[config.mk]
export PLATFORM = sky130hd
export DESIGN_NAME = pag_port
export DESIGN_NICKNAME = d
export VERILOG_FILES = /design/src/inc/pag_pkg.sv /design/src/verilog/pag_sync.sv /design/src/verilog/pag_port.sv
export SDC_FILE = /design/constraint.sdc
export NUM_CORES = 1
export LEC_CHECK = 0
export ABC_AREA = 1
export BUFFER_PORTS_ARGS = -buffer_cell sky130_fd_sc_hd__buf_2
export CAP_MARGIN = 20
export CELL_PAD_IN_SITES_DETAIL_PLACEMENT = 1
export CELL_PAD_IN_SITES_GLOBAL_PLACEMENT = 1
export CORE_MARGIN = 4
export CORE_UTILIZATION = 36
export DETAILED_ROUTE_END_ITERATION = 10
export GPL_TIMING_DRIVEN = 0
export PLACE_DENSITY_LB_ADDON = 0.25
export SKIP_CTS_REPAIR_TIMING = 1
export SLEW_MARGIN = 5
export SYNTH_ARGS = -nofsm -noshare
export SYNTH_HDL_FRONTEND = slang
export SYNTH_HIERARCHICAL = 1
export SYNTH_SLANG_ARGS = --single-unit
[constraint.sdc]
create_clock -name mclk -period 2.7 [get_ports mclk]
set_clock_uncertainty 0.05 [all_clocks]
set_input_delay 0.27 -clock mclk [delete_from_list [all_inputs] [get_ports mclk]]
set_output_delay 0.27 -clock mclk [all_outputs]
set_load 0.03 [all_outputs]
[src/inc/pag_pkg.sv]
// Package with register map, field layout and reset values of the port block
package pag_pkg;
	localparam int PAG_W = 16;
	localparam int PAG_ADDR_W = 8;
	localparam int PAG_DATA_W = 32;
	// Word offsets on the bus (byte address = 4 * index)
	localparam logic [5:0] PAG_IDX_ASSIGN = 6'h00;
	localparam logic [5:0] PAG_IDX_DIR = 6'h01;
	localparam logic [5:0] PAG_IDX_DATA = 6'h02;
	localparam logic [5:0] PAG_IDX_OD = 6'h03;
	// Pins with open-drain select bits
	localparam logic [15:0] PAG_OD_MASK = 16'h00fa;
	localparam logic [15:0] PAG_ASSIGN_RST = 16'h0000;
	localparam logic [15:0] PAG_DIR_RST = 16'h0000;
	localparam logic [15:0] PAG_OD_RST = 16'h0000;
	localparam logic [15:0] PAG_PIN_OUT_RST = 16'h0000;
	localparam logic [15:0] PAG_PIN_OE_N_RST = 16'hffff;
	localparam logic [13:0] PAG_PERIPH_RST = 14'h0000;
	localparam logic [31:0] PAG_RDATA_RST = 32'h0000_0000;
	localparam int PAG_SYNC_STAGES = 2;
endpackage

[src/verilog/pag_sync.sv]
// Two-stage synchroniser for the sixteen pin levels
`timescale 1ns/1ps
module pag_sync
(
	// Clock and reset
	input wire logic mclk,
	input wire logic reset,
	// Asynchronous pin levels in, synchronised levels out
	input wire logic [pag_pkg::PAG_W-1:0] async_in,
	output logic [pag_pkg::PAG_W-1:0] sync_out
);
	import pag_pkg::*;

	logic [PAG_W-1:0] meta_q;
	logic [PAG_W-1:0] meta_d;
	logic [PAG_W-1:0] stable_q;
	logic [PAG_W-1:0] stable_d;

	always_comb
	begin
		meta_d = async_in;
		stable_d = meta_q;
	end

	always_ff @(posedge mclk or posedge reset)
	begin
		if (reset)
		begin
			meta_q <= '0;
			stable_q <= '0;
		end
		else
		begin
			meta_q <= meta_d;
			stable_q <= stable_d;
		end
	end

	assign sync_out = stable_q;
endmodule

[src/verilog/pag_port.sv]
// Sixteen-pin shared parallel port with general-purpose and peripheral pin functions
// Notes on behaviour
// RULE1 - Assignment bit 0 gives general-purpose pin, 1 gives peripheral pin, for all sixteen.
// RULE2 - General-purpose pin: direction 0 is input, direction 1 is output.
// RULE3 - Reset clears assignment and direction bits: all pins general-purpose inputs.
// RULE4 - Data write goes to output latch; output pins drive the latched value.
// RULE5 - Data read of an output pin returns the pin level, not the latch.
// RULE6 - Input pins still latch written data, do not drive, read the pin.
// RULE7 - Reset puts every pin driver in high impedance.
// RULE8 - Pin levels stay readable while pins serve a peripheral.
// RULE9 - Peripheral inputs not taken from their pin get their fixed default.
// RULE10 - Direction 0 pins 0-7 carry serial rx/tx 1-4; rx 1 and 2 default low.
// RULE11 - Direction 1 pins 4-7 carry TDM data; TDM rx default low, serial rx 3/4 undefined.
// RULE12 - Later silicon: direction 1 pins 0/1 carry serial 4 when pins 6/7 do not.
// RULE13 - Pins 8,10,12,14: clock/timer inputs or baud outputs; unsourced inputs take baud outputs.
// RULE14 - Pins 9,11,13,15: clocks 2,4,6,8 or timer outputs; clock 4 defaults to clock 8.
// RULE15 - Open-drain pin drives low actively and floats instead of driving high.
// RULE16 - Only bits 7..3 and 1 have open-drain selects; other bits read zero.
// RULE17 - Four read-write 16-bit registers; open-drain register cleared at reset.
// RULE18 - Data latch is not reset; undefined until software writes it.
// RULE19 - Assigned pins take driver value and enable from their peripheral; input routed back.
// RULE20 - Pin levels pass a two-stage synchroniser before reads and peripherals.
//
// The Avalon-MM slave port and the placing of the registers were chosen for this implementation.
`timescale 1ns/1ps
module pag_port
#(
	parameter logic LATE_SILICON = 1'b1
)
(
	// Clock and reset
	input wire logic mclk,
	input wire logic reset,
	// Avalon-MM slave
	input wire logic [pag_pkg::PAG_ADDR_W-1:0] address,
	input wire logic read,
	input wire logic write,
	input wire logic [pag_pkg::PAG_DATA_W-1:0] writedata,
	input wire logic [3:0] byteenable,
	output logic [pag_pkg::PAG_DATA_W-1:0] readdata,
	output logic waitrequest,
	// Port pins
	input wire logic [pag_pkg::PAG_W-1:0] pin_in,
	output logic [pag_pkg::PAG_W-1:0] pin_out,
	output logic [pag_pkg::PAG_W-1:0] pin_oe_n,
	// Peripheral outputs toward the pins
	input wire logic serial_tx_1,
	input wire logic serial_tx_2,
	input wire logic serial_tx_3,
	input wire logic serial_tx_4,
	input wire logic serial_tx_en_1,
	input wire logic serial_tx_en_2,
	input wire logic serial_tx_en_3,
	input wire logic serial_tx_en_4,
	input wire logic tdm_b_tx_data,
	input wire logic tdm_a_tx_data,
	input wire logic baud_gen_out_1,
	input wire logic baud_gen_out_2,
	input wire logic baud_gen_out_3,
	input wire logic baud_gen_out_4,
	input wire logic timer_out_1,
	input wire logic timer_out_2,
	input wire logic timer_out_3,
	input wire logic timer_out_4,
	// Peripheral inputs fed from pins or defaults
	output logic serial_rx_1,
	output logic serial_rx_2,
	output logic serial_rx_3,
	output logic serial_rx_4,
	output logic tdm_b_rx_data,
	output logic tdm_a_rx_data,
	output logic clock_pin_1,
	output logic clock_pin_2,
	output logic clock_pin_3,
	output logic clock_pin_4,
	output logic clock_pin_5,
	output logic clock_pin_6,
	output logic clock_pin_7,
	output logic clock_pin_8,
	output logic timer_in_1,
	output logic timer_in_2,
	output logic timer_in_3,
	output logic timer_in_4,
	output logic tdm_a_rx_clock,
	output logic tdm_a_tx_clock,
	output logic tdm_b_rx_clock,
	output logic tdm_b_tx_clock
);
	import pag_pkg::*;

	function automatic logic [15:0] pag_merge(input logic [15:0] old, input logic [15:0] wd, input logic [1:0] be);
		pag_merge = {be[1] ? wd[15:8] : old[15:8], be[0] ? wd[7:0] : old[7:0]};
	endfunction
	logic [PAG_W-1:0] pin_s;
	logic [5:0] idx;
	logic acc_wr;
	logic acc_rd;
	logic [15:0] assign_q, assign_d, dir_q, dir_d, od_q, od_d, data_q, data_d;
	logic wait_q, wait_d;
	logic [31:0] rdata_q, rdata_d;
	logic [15:0] pin_out_q, pin_out_d, pin_oe_n_q, pin_oe_n_d;
	logic [15:0] ded_val, ded_en;
	logic alt_ok;
	logic [15:0] src;
	logic [13:0] periph_q, periph_d;
	pag_sync u_sync
	(
		.mclk(mclk),
		.reset(reset),
		.async_in(pin_in),
		.sync_out(pin_s) // [RULE20]
	);
	assign idx = address[7:2];
	assign acc_wr = write && !wait_q;
	assign acc_rd = read && !wait_q;

	// Bus slave: one wait cycle, then accept
	always_comb
	begin
		assign_d = assign_q;
		dir_d = dir_q;
		od_d = od_q;
		data_d = data_q;
		wait_d = 1'b1;
		rdata_d = rdata_q;
		if (wait_q && (read || write))
		begin
			wait_d = 1'b0;
			rdata_d = PAG_RDATA_RST;
			if (read)
			begin
				unique case (idx)
					PAG_IDX_ASSIGN: rdata_d[15:0] = assign_q;
					PAG_IDX_DIR: rdata_d[15:0] = dir_q;
					PAG_IDX_DATA: rdata_d[15:0] = pin_s; // [RULE5] [RULE6] [RULE8]
					PAG_IDX_OD: rdata_d[15:0] = od_q; // [RULE16]
					default: rdata_d = PAG_RDATA_RST;
				endcase
			end
		end
		if (acc_wr)
		begin
			unique case (idx)
				PAG_IDX_ASSIGN: assign_d = pag_merge(assign_q, writedata[15:0], byteenable[1:0]); // [RULE17]
				PAG_IDX_DIR: dir_d = pag_merge(dir_q, writedata[15:0], byteenable[1:0]);
				PAG_IDX_DATA: data_d = pag_merge(data_q, writedata[15:0], byteenable[1:0]); // [RULE4] [RULE6]
				PAG_IDX_OD: od_d = pag_merge(od_q, writedata[15:0], byteenable[1:0]) & PAG_OD_MASK; // [RULE16]
				default: ;
			endcase
		end
	end

	always_ff @(posedge mclk or posedge reset)
	begin
		if (reset)
		begin
			assign_q <= PAG_ASSIGN_RST; // [RULE3]
			dir_q <= PAG_DIR_RST; // [RULE3]
			od_q <= PAG_OD_RST; // [RULE17]
			wait_q <= 1'b1;
			rdata_q <= PAG_RDATA_RST;
		end
		else
		begin
			assign_q <= assign_d;
			dir_q <= dir_d;
			od_q <= od_d;
			wait_q <= wait_d;
			rdata_q <= rdata_d;
		end
	end
	// Output latch carries no reset
	always_ff @(posedge mclk)
	begin
		data_q <= data_d; // [RULE18]
	end

	// Serial 4 may move to pins 0/1 only when pins 6/7 do not carry it
	assign alt_ok = LATE_SILICON && !(assign_q[6] && !dir_q[6]) && !(assign_q[7] && !dir_q[7]); // [RULE12]
	assign src = assign_q & ~dir_q;
	// Pin drivers
	always_comb
	begin
		ded_val = '0;
		ded_en = '0;
		ded_val[1] = dir_q[1] ? serial_tx_4 : serial_tx_1; // [RULE10] [RULE12]
		ded_en[1] = dir_q[1] ? (alt_ok && serial_tx_en_4) : serial_tx_en_1; // [RULE19]
		ded_val[3] = serial_tx_2;
		ded_en[3] = !dir_q[3] && serial_tx_en_2;
		ded_val[4] = tdm_b_tx_data; // [RULE11]
		ded_en[4] = dir_q[4];
		ded_val[5] = serial_tx_3;
		ded_en[5] = !dir_q[5] && serial_tx_en_3;
		ded_val[6] = tdm_a_tx_data;
		ded_en[6] = dir_q[6];
		ded_val[7] = serial_tx_4;
		ded_en[7] = !dir_q[7] && serial_tx_en_4;
		ded_val[8] = baud_gen_out_1; // [RULE13]
		ded_val[10] = baud_gen_out_2;
		ded_val[12] = baud_gen_out_3;
		ded_val[14] = baud_gen_out_4;
		ded_val[9] = timer_out_1; // [RULE14]
		ded_val[11] = timer_out_2;
		ded_val[13] = timer_out_3;
		ded_val[15] = timer_out_4;
		ded_en[15:8] = dir_q[15:8];
		for (int i = 0; i < PAG_W; i++)
		begin
			pin_out_d[i] = assign_q[i] ? ded_val[i] : data_q[i]; // [RULE1] [RULE4]
			pin_oe_n_d[i] = !((assign_q[i] ? ded_en[i] : dir_q[i]) && !(od_q[i] && pin_out_d[i])); // [RULE2] [RULE15]
		end
	end

	always_ff @(posedge mclk or posedge reset)
	begin
		if (reset)
		begin
			pin_out_q <= PAG_PIN_OUT_RST;
			pin_oe_n_q <= PAG_PIN_OE_N_RST; // [RULE7]
		end
		else
		begin
			pin_out_q <= pin_out_d;
			pin_oe_n_q <= pin_oe_n_d;
		end
	end
	// Peripheral inputs from pins or defaults
	always_comb
	begin
		periph_d[0] = src[0] && pin_s[0]; // [RULE9] [RULE10]
		periph_d[1] = src[2] && pin_s[2];
		periph_d[2] = src[4] && pin_s[4]; // [RULE11]
		if (src[6])
			periph_d[3] = pin_s[6];
		else
			periph_d[3] = assign_q[0] && dir_q[0] && alt_ok && pin_s[0]; // [RULE12]
		periph_d[4] = assign_q[5] && dir_q[5] && pin_s[5]; // [RULE11]
		periph_d[5] = assign_q[7] && dir_q[7] && pin_s[7];
		periph_d[6] = src[8] ? pin_s[8] : baud_gen_out_1; // [RULE13] [RULE19]
		periph_d[7] = src[9] && pin_s[9]; // [RULE14]
		periph_d[8] = src[10] ? pin_s[10] : baud_gen_out_2;
		periph_d[13] = src[15] && pin_s[15];
		periph_d[9] = src[11] ? pin_s[11] : periph_d[13]; // [RULE14]
		periph_d[10] = src[12] ? pin_s[12] : baud_gen_out_3;
		periph_d[11] = src[13] && pin_s[13];
		periph_d[12] = src[14] ? pin_s[14] : baud_gen_out_4;
	end

	always_ff @(posedge mclk or posedge reset)
	begin
		if (reset)
			periph_q <= PAG_PERIPH_RST;
		else
			periph_q <= periph_d;
	end
	assign readdata = rdata_q;
	assign waitrequest = wait_q;
	assign pin_out = pin_out_q;
	assign pin_oe_n = pin_oe_n_q;
	assign serial_rx_1 = periph_q[0];
	assign serial_rx_2 = periph_q[1];
	assign serial_rx_3 = periph_q[2];
	assign serial_rx_4 = periph_q[3];
	assign tdm_b_rx_data = periph_q[4];
	assign tdm_a_rx_data = periph_q[5];
	assign clock_pin_1 = periph_q[6];
	assign timer_in_1 = periph_q[6];
	assign tdm_a_rx_clock = periph_q[6];
	assign clock_pin_2 = periph_q[7];
	assign clock_pin_3 = periph_q[8];
	assign timer_in_2 = periph_q[8];
	assign tdm_a_tx_clock = periph_q[8];
	assign clock_pin_4 = periph_q[9];
	assign clock_pin_5 = periph_q[10];
	assign timer_in_3 = periph_q[10];
	assign clock_pin_6 = periph_q[11];
	assign tdm_b_rx_clock = periph_q[11];
	assign clock_pin_7 = periph_q[12];
	assign timer_in_4 = periph_q[12];
	assign clock_pin_8 = periph_q[13];
	assign tdm_b_tx_clock = periph_q[13];
	// Checks
	property p_gpio_in;
		@(posedge mclk) disable iff (reset)
		1'b1 |=> (($past(~assign_q & ~dir_q) & ~pin_oe_n) == 16'h0000);
	endproperty
	a_gpio_in: assert property (p_gpio_in) else $error("general-purpose input pin is driven"); // [RULE2]
	property p_gpio_out;
		@(posedge mclk) disable iff (reset)
		(~assign_q[2] && dir_q[2]) |=> (!pin_oe_n[2] && pin_out[2] == $past(data_q[2]));
	endproperty
	a_gpio_out: assert property (p_gpio_out) else $error("output pin does not drive latch"); // [RULE4]
	property p_od_high;
		@(posedge mclk) disable iff (reset)
		1'b1 |=> (($past(od_q) & ~pin_oe_n & pin_out) == 16'h0000);
	endproperty
	a_od_high: assert property (p_od_high) else $error("open-drain pin drives high"); // [RULE15]
	property p_od_mask;
		@(posedge mclk) disable iff (reset)
		(od_q & ~PAG_OD_MASK) == 16'h0000;
	endproperty
	a_od_mask: assert property (p_od_mask) else $error("open-drain bit set outside mask"); // [RULE16]
	property p_assign_wr;
		@(posedge mclk) disable iff (reset)
		(acc_wr && idx == PAG_IDX_ASSIGN && byteenable[1:0] == 2'h3) |=> assign_q == $past(writedata[15:0]);
	endproperty
	a_assign_wr: assert property (p_assign_wr) else $error("assignment write lost"); // [RULE17]
	property p_data_rd;
		@(posedge mclk) disable iff (reset)
		(acc_rd && idx == PAG_IDX_DATA) |-> readdata[15:0] == $past(pin_s);
	endproperty
	a_data_rd: assert property (p_data_rd) else $error("data read is not pin level"); // [RULE5]
	property p_wait;
		@(posedge mclk) disable iff (reset)
		$rose(read || write) |-> ##[0:1] !waitrequest;
	endproperty
	a_wait: assert property (p_wait) else $error("request not answered in time");
	property p_rx1_default;
		@(posedge mclk) disable iff (reset)
		!(assign_q[0] && !dir_q[0]) |=> !serial_rx_1;
	endproperty
	a_rx1_default: assert property (p_rx1_default) else $error("serial rx 1 not grounded"); // [RULE10]
	property p_clock_pin_4;
		@(posedge mclk) disable iff (reset)
		!(assign_q[11] && !dir_q[11]) |=> clock_pin_4 == clock_pin_8;
	endproperty
	a_clock_pin_4: assert property (p_clock_pin_4) else $error("clock 4 does not follow clock 8"); // [RULE14]
	property p_brg1;
		@(posedge mclk) disable iff (reset)
		!(assign_q[8] && !dir_q[8]) |=> clock_pin_1 == $past(baud_gen_out_1);
	endproperty
	a_brg1: assert property (p_brg1) else $error("clock 1 does not follow baud output"); // [RULE13]
	c_write: cover property (@(posedge mclk) disable iff (reset) acc_wr && idx == PAG_IDX_DATA);
	c_read: cover property (@(posedge mclk) disable iff (reset) acc_rd && idx == PAG_IDX_DATA);
	c_ded: cover property (@(posedge mclk) disable iff (reset) assign_q[1] && !pin_oe_n[1]);
	c_od: cover property (@(posedge mclk) disable iff (reset) od_q[3] && !pin_oe_n[3]);
endmodule

# Word-level counts from Yosys, hierarchy flattened
# Cells that the tools add are included.
# Widths: inputs -> output; s select.
[word_totals]
inputBits = 82
reg_bits = 165
[op_classes]
n_reduce_logical = 72
n_mux = 33
n_bitwise = 2
eq_ne = 3
[op_table]
columns = ["cell", "n"]
rows = [
  ["$pmux 16 s4", 1],
  ["$logic_and 1x1->1", 34],
  ["$mux 1", 31],
  ["$logic_not 1->1", 29],
  ["$reduce_and 3->1", 7],
  ["$and 16x16->16", 1],
  ["$mux 16", 1],
  ["$not 16->16", 1],
  ["$eq 6x2->1 const B", 2],
  ["$eq 6x1->1 const B", 1],
  ["$logic_not 6->1", 1],
  ["$logic_or 1x1->1", 1],
]

# Longest topological paths before layout
[depth]
ltp_word = 9
depth_mapped = 9
ltp_nobuf = 8

# Cells and area by module
# Netlist, hierarchy kept.
[modules_own_cells]
columns = ["module", "seq_area_each_um2", "n_inst", "area_each_um2", "cells_each"]
rows = [
  ["pag_port", 3029.2, 1, 5250.0, 529],
  ["pag_sync", 800.8, 1, 804.5, 33],
]

# Worst setup path after synthesis
# No wires, ideal clock.
[synth_path]
path_type = "input to register"
from = "input port address[5] (netlist bit)"
to = "register data_q[0] (enable)"
arrival_time_ns = 1.125
n_path_buf = 0
required_ns = 2.280
setup_time_ns = 0.370
path_stages = 3
path_slack_ns = 1.155
path_cell_list = "nor2_4 nand3_1 nor2_1"
[synth_between]
elab_chain_len = 2
[synth_rtl]
columns = ["element", "line", "rtl"]
rows = [
  ["start: declaration", "pag_port.sv:35", "input wire logic [pag_pkg::PAG_ADDR_W-1:0] address,"],
  ["$eq 6x2->1", "pag_port.sv:143", "unique case (idx)"],
  ["$reduce_and 3->1 (no source line)", "-", ""],
  ["end signal: assignment", "pag_port.sv:175", "data_q <= data_d;"],
  ["end: declaration", "pag_port.sv:98", "logic [15:0] assign_q, assign_d, dir_q, dir_d, od_q, od_d, data_q, data_d;"],
]
# Every way passes these cells.
# A chain may end at the register's enable or synchronous reset.

# Worst setup path after layout
[layout_path]
from = "input port address[7] (netlist bit)"
to = "register data_q[4] (enable)"
# The elaborated chain is that of the path after synthesis.

==> impl_metrics.env <==
export IMPL_status="finished clean"
export IMPL_sequential_to_total_area_share_from_yosys_stat=0.6326
export IMPL_power_density_mw_per_mm2=648.6
export IMPL_floorplan_rows=47
export IMPL_detailedPlacementHpwl_um=11740
export IMPL_max_clock_freq_ghz=0.5557
export IMPL_place_inst=932
export IMPL_instances_no_fill=998
export IMPL_timing_hold_violations_final=0
export IMPL_avgViaCountPerCell=4.505
export IMPL_cp_num_buf_inv=2
export IMPL_gp_congestion=0.8469
export IMPL_max_cap_violations=0
export IMPL_setup_viol=0
export IMPL_ir_drop_v=0.0004114
export IMPL_wl_um=16610
export IMPL_syn_to_final_growth_pct=32.47
export IMPL_crit_path_start_kind="primary input"
export IMPL_worst_slew_margin_rel=0.4814
export IMPL_timing_final_crit_share=0.6665
export IMPL_clock_path_buffers=2
export IMPL_core_area_mm2=0.01652
export IMPL_root_buffer="clkbuf_16"
export IMPL_detail_route_first_pass_iterations=4
export IMPL_synth_avg_cell_area_um2=10.77
export IMPL_clockPowerShare=0.451
export IMPL_synth_cell_types=30
export IMPL_post_route_cells_drive_above_1_share=0.3887
export IMPL_area_of_the_die_mm2=0.01896
export IMPL_critPathArrivalTime_ns=1.88
export IMPL_critical_path_required_ns=2.78
export IMPL_hold_path_class="in2reg"
export IMPL_gr_usage_all_layers=0.1788
export IMPL_die_y_um=137.7
export IMPL_unrepaired_setup_endpoints_after_global_routing="false"
export IMPL_postRouteAntennaNets=0
export IMPL_critPathTopFamily="simple AND/OR/NAND/NOR gates"
export IMPL_io_pins=169
export IMPL_fill_cells=1833
export IMPL_power_switching_share=0.2465
export IMPL_totalNegativeSetupSlack_ns=0
export IMPL_critical_path_max_stage_delay_ns=0.59
export IMPL_worst_skew_pair_late_latency_ns=0.42
export IMPL_power_share_sequential=0.463
export IMPL_grt_start_max_net_pins=41
export IMPL_numClockSinks=149
export IMPL_number_of_global_route_vias_before_repair=4815
export IMPL_total_power_mw=5.202
export IMPL_synth_seq_cells=149
export IMPL_comb_power_share=0.086
export IMPL_io_buffer_count=132
export IMPL_holdWs_ns=0.008629
export IMPL_combined_area_of_all_synthesized_cells_mm2=0.006055
export IMPL_num_vias=4496
export IMPL_cts_htree_levels=4
export IMPL_timing_max_transition_violations_final=0
export IMPL_worst_path_max_delay_cell="nor2_1"
export IMPL_remaining_drc_errors=0
export IMPL_number_of_nets_in_the_layout=846
export IMPL_worstPathCellList="buf_2, nor2_4, nand3_1, nor2_1, buf_6"
export IMPL_antenna_found_initial=1
export IMPL_synthesis_instances=562
export IMPL_wire_length_of_the_first_global_routing_pass_um=25300
export IMPL_tritoncts="yes"
export IMPL_yosys_warnings=6
export IMPL_die_width_um=137.7
export IMPL_detailedPlace_worstSlack_ns=0.1453
export IMPL_actual_transition_at_the_worst_max_transition_pin_ns=0.7767
export IMPL_routedWlPerCell_um=16.64
export IMPL_worst_path_max_fanout=8
export IMPL_netSwitchingPower_mw=1.282
export IMPL_detailedRoute_firstIterationViolations=209
export IMPL_layout_setup_ws_ns=0.9004
export IMPL_leakage_nw=4.073
export IMPL_commonest_non_fill_non_tap_cells_in_the_layout="nand2_1, buf_2, dfrtp_1"
export IMPL_cts_clk_slew_worst_paths_ns=0.06
export IMPL_cell_internal_pwr_mw=3.920
export IMPL_critical_path_endpoint_type="register"
export IMPL_number_of_clock_buffers_inserted_by_tritoncts=17
export IMPL_initial_core_util=0.3664
export IMPL_grt_remaining_overflow=0
export IMPL_final_common_cell="nand2_1"
export IMPL_period_needed_ns=1.800
export IMPL_crit_type="in2reg"
[synthesized netlist by cell type (all sizes together)]
master,n,area (um^2)
nand2,159,661.9
dfrtp,116,2903
inv,67,256.5
nor2,53,226.5
o21ai,44,366.6
buf,33,282.8
nand3,32,235.2
dfstp,17,446.7
edfxtp,16,480.5
mux2,9,101.4
a21oi,4,20.02
a31oi,4,25.02
nor3,2,10.01
clkbuf,1,3.750
clkinv,1,5.000
conb,1,3.750
dlymetal6s2s,1,12.51
o211ai,1,7.510
o22ai,1,6.260
[cells by family (layout without fill, tap and decap cells)]
kind of cell           Yosys count  after routing  share of synthesized area
AND/OR/NAND/NOR                246            246                     0.1872
flip-flops                     149            149                     0.6326
buffers and inverters          103            303                    0.09258
AO/OA/AOI/OAI                   54             54                    0.07026
multiplexers                     9              9                    0.01674
other                            1             17                  0.0006194
[power groups by stage]
| stage | Combinational [mW] | Clock, mW | Sequential, mW |
|---|---|---|---|
| after floorplan | 0.213 | 0 | 2.49 |
| after global placement | 0.396 | 0 | 2.44 |
| after detailed placement | 0.416 | 0 | 2.45 |
| after CTS | 0.418 | 2.37 | 2.41 |
| after global routing | 0.493 | 2.49 | 2.42 |
| final | 0.447 | 2.35 | 2.41 |
[routing by layer]
layer	track usage	share of wire	up-vias	wire, um
li1	-	-	2134	-
met1	0.2087	0.40	2233	6664
met2	0.3172	0.54	105	8973
met3	0.04273	0.043	24	715
met4	0.06763	0.016	0	258
met5	0	0	-	0
[final cells by class]
class                           count  area (um^2)  area share
Sequential cell                   149         3830      0.4775
Multi-Input combinational cell    325         1720      0.2145
Timing Repair Buffer              168         1044      0.1301
Clock buffer                       19        452.9     0.05647
Buffer                             35        299.0     0.03729
Tap cell                          220        275.3     0.03432
Inverter                           68        265.3     0.03307
Clock inverter                     13        131.4     0.01638
Antenna cell                        1        2.502   0.0003120
[flip-flops by register name, summed over array words and instances, names as in the netlist]
signal / flops
assign_q: 16
data_q: 16
dir_q: 16
od_q: 6
periph_q: 14
pin_oe_n: 16
pin_out: 16
readdata: 16
u_sync/meta_q: 16
u_sync/sync_out: 16
waitrequest: 1
[worst paths after layout]
path,startpoint,endpoint,slack (ns),depth (start not counted)
max reg2reg,waitrequest,data_q[4],1.05,4
max in group asynchronous,reset,pin_oe_n[13],1.42,4
min in group asynchronous,reset,pin_out[0],0.47,3
min reg2reg,u_sync/meta_q[5],u_sync/sync_out[5],0.30,0
max,address[7],data_q[4],0.90,5
min,writedata[1],data_q[1],0.009,1
[through the flow]
step                      instance area [um^2]  utilization
after floorplan                           6115            -
after global routing                      8020       0.4853
after global placement                    7051       0.4267
after CTS                                 7686       0.4651
after detailed placement                  7102       0.4298
final                                     8020       0.4853
(Power assumes the default switching activity.)
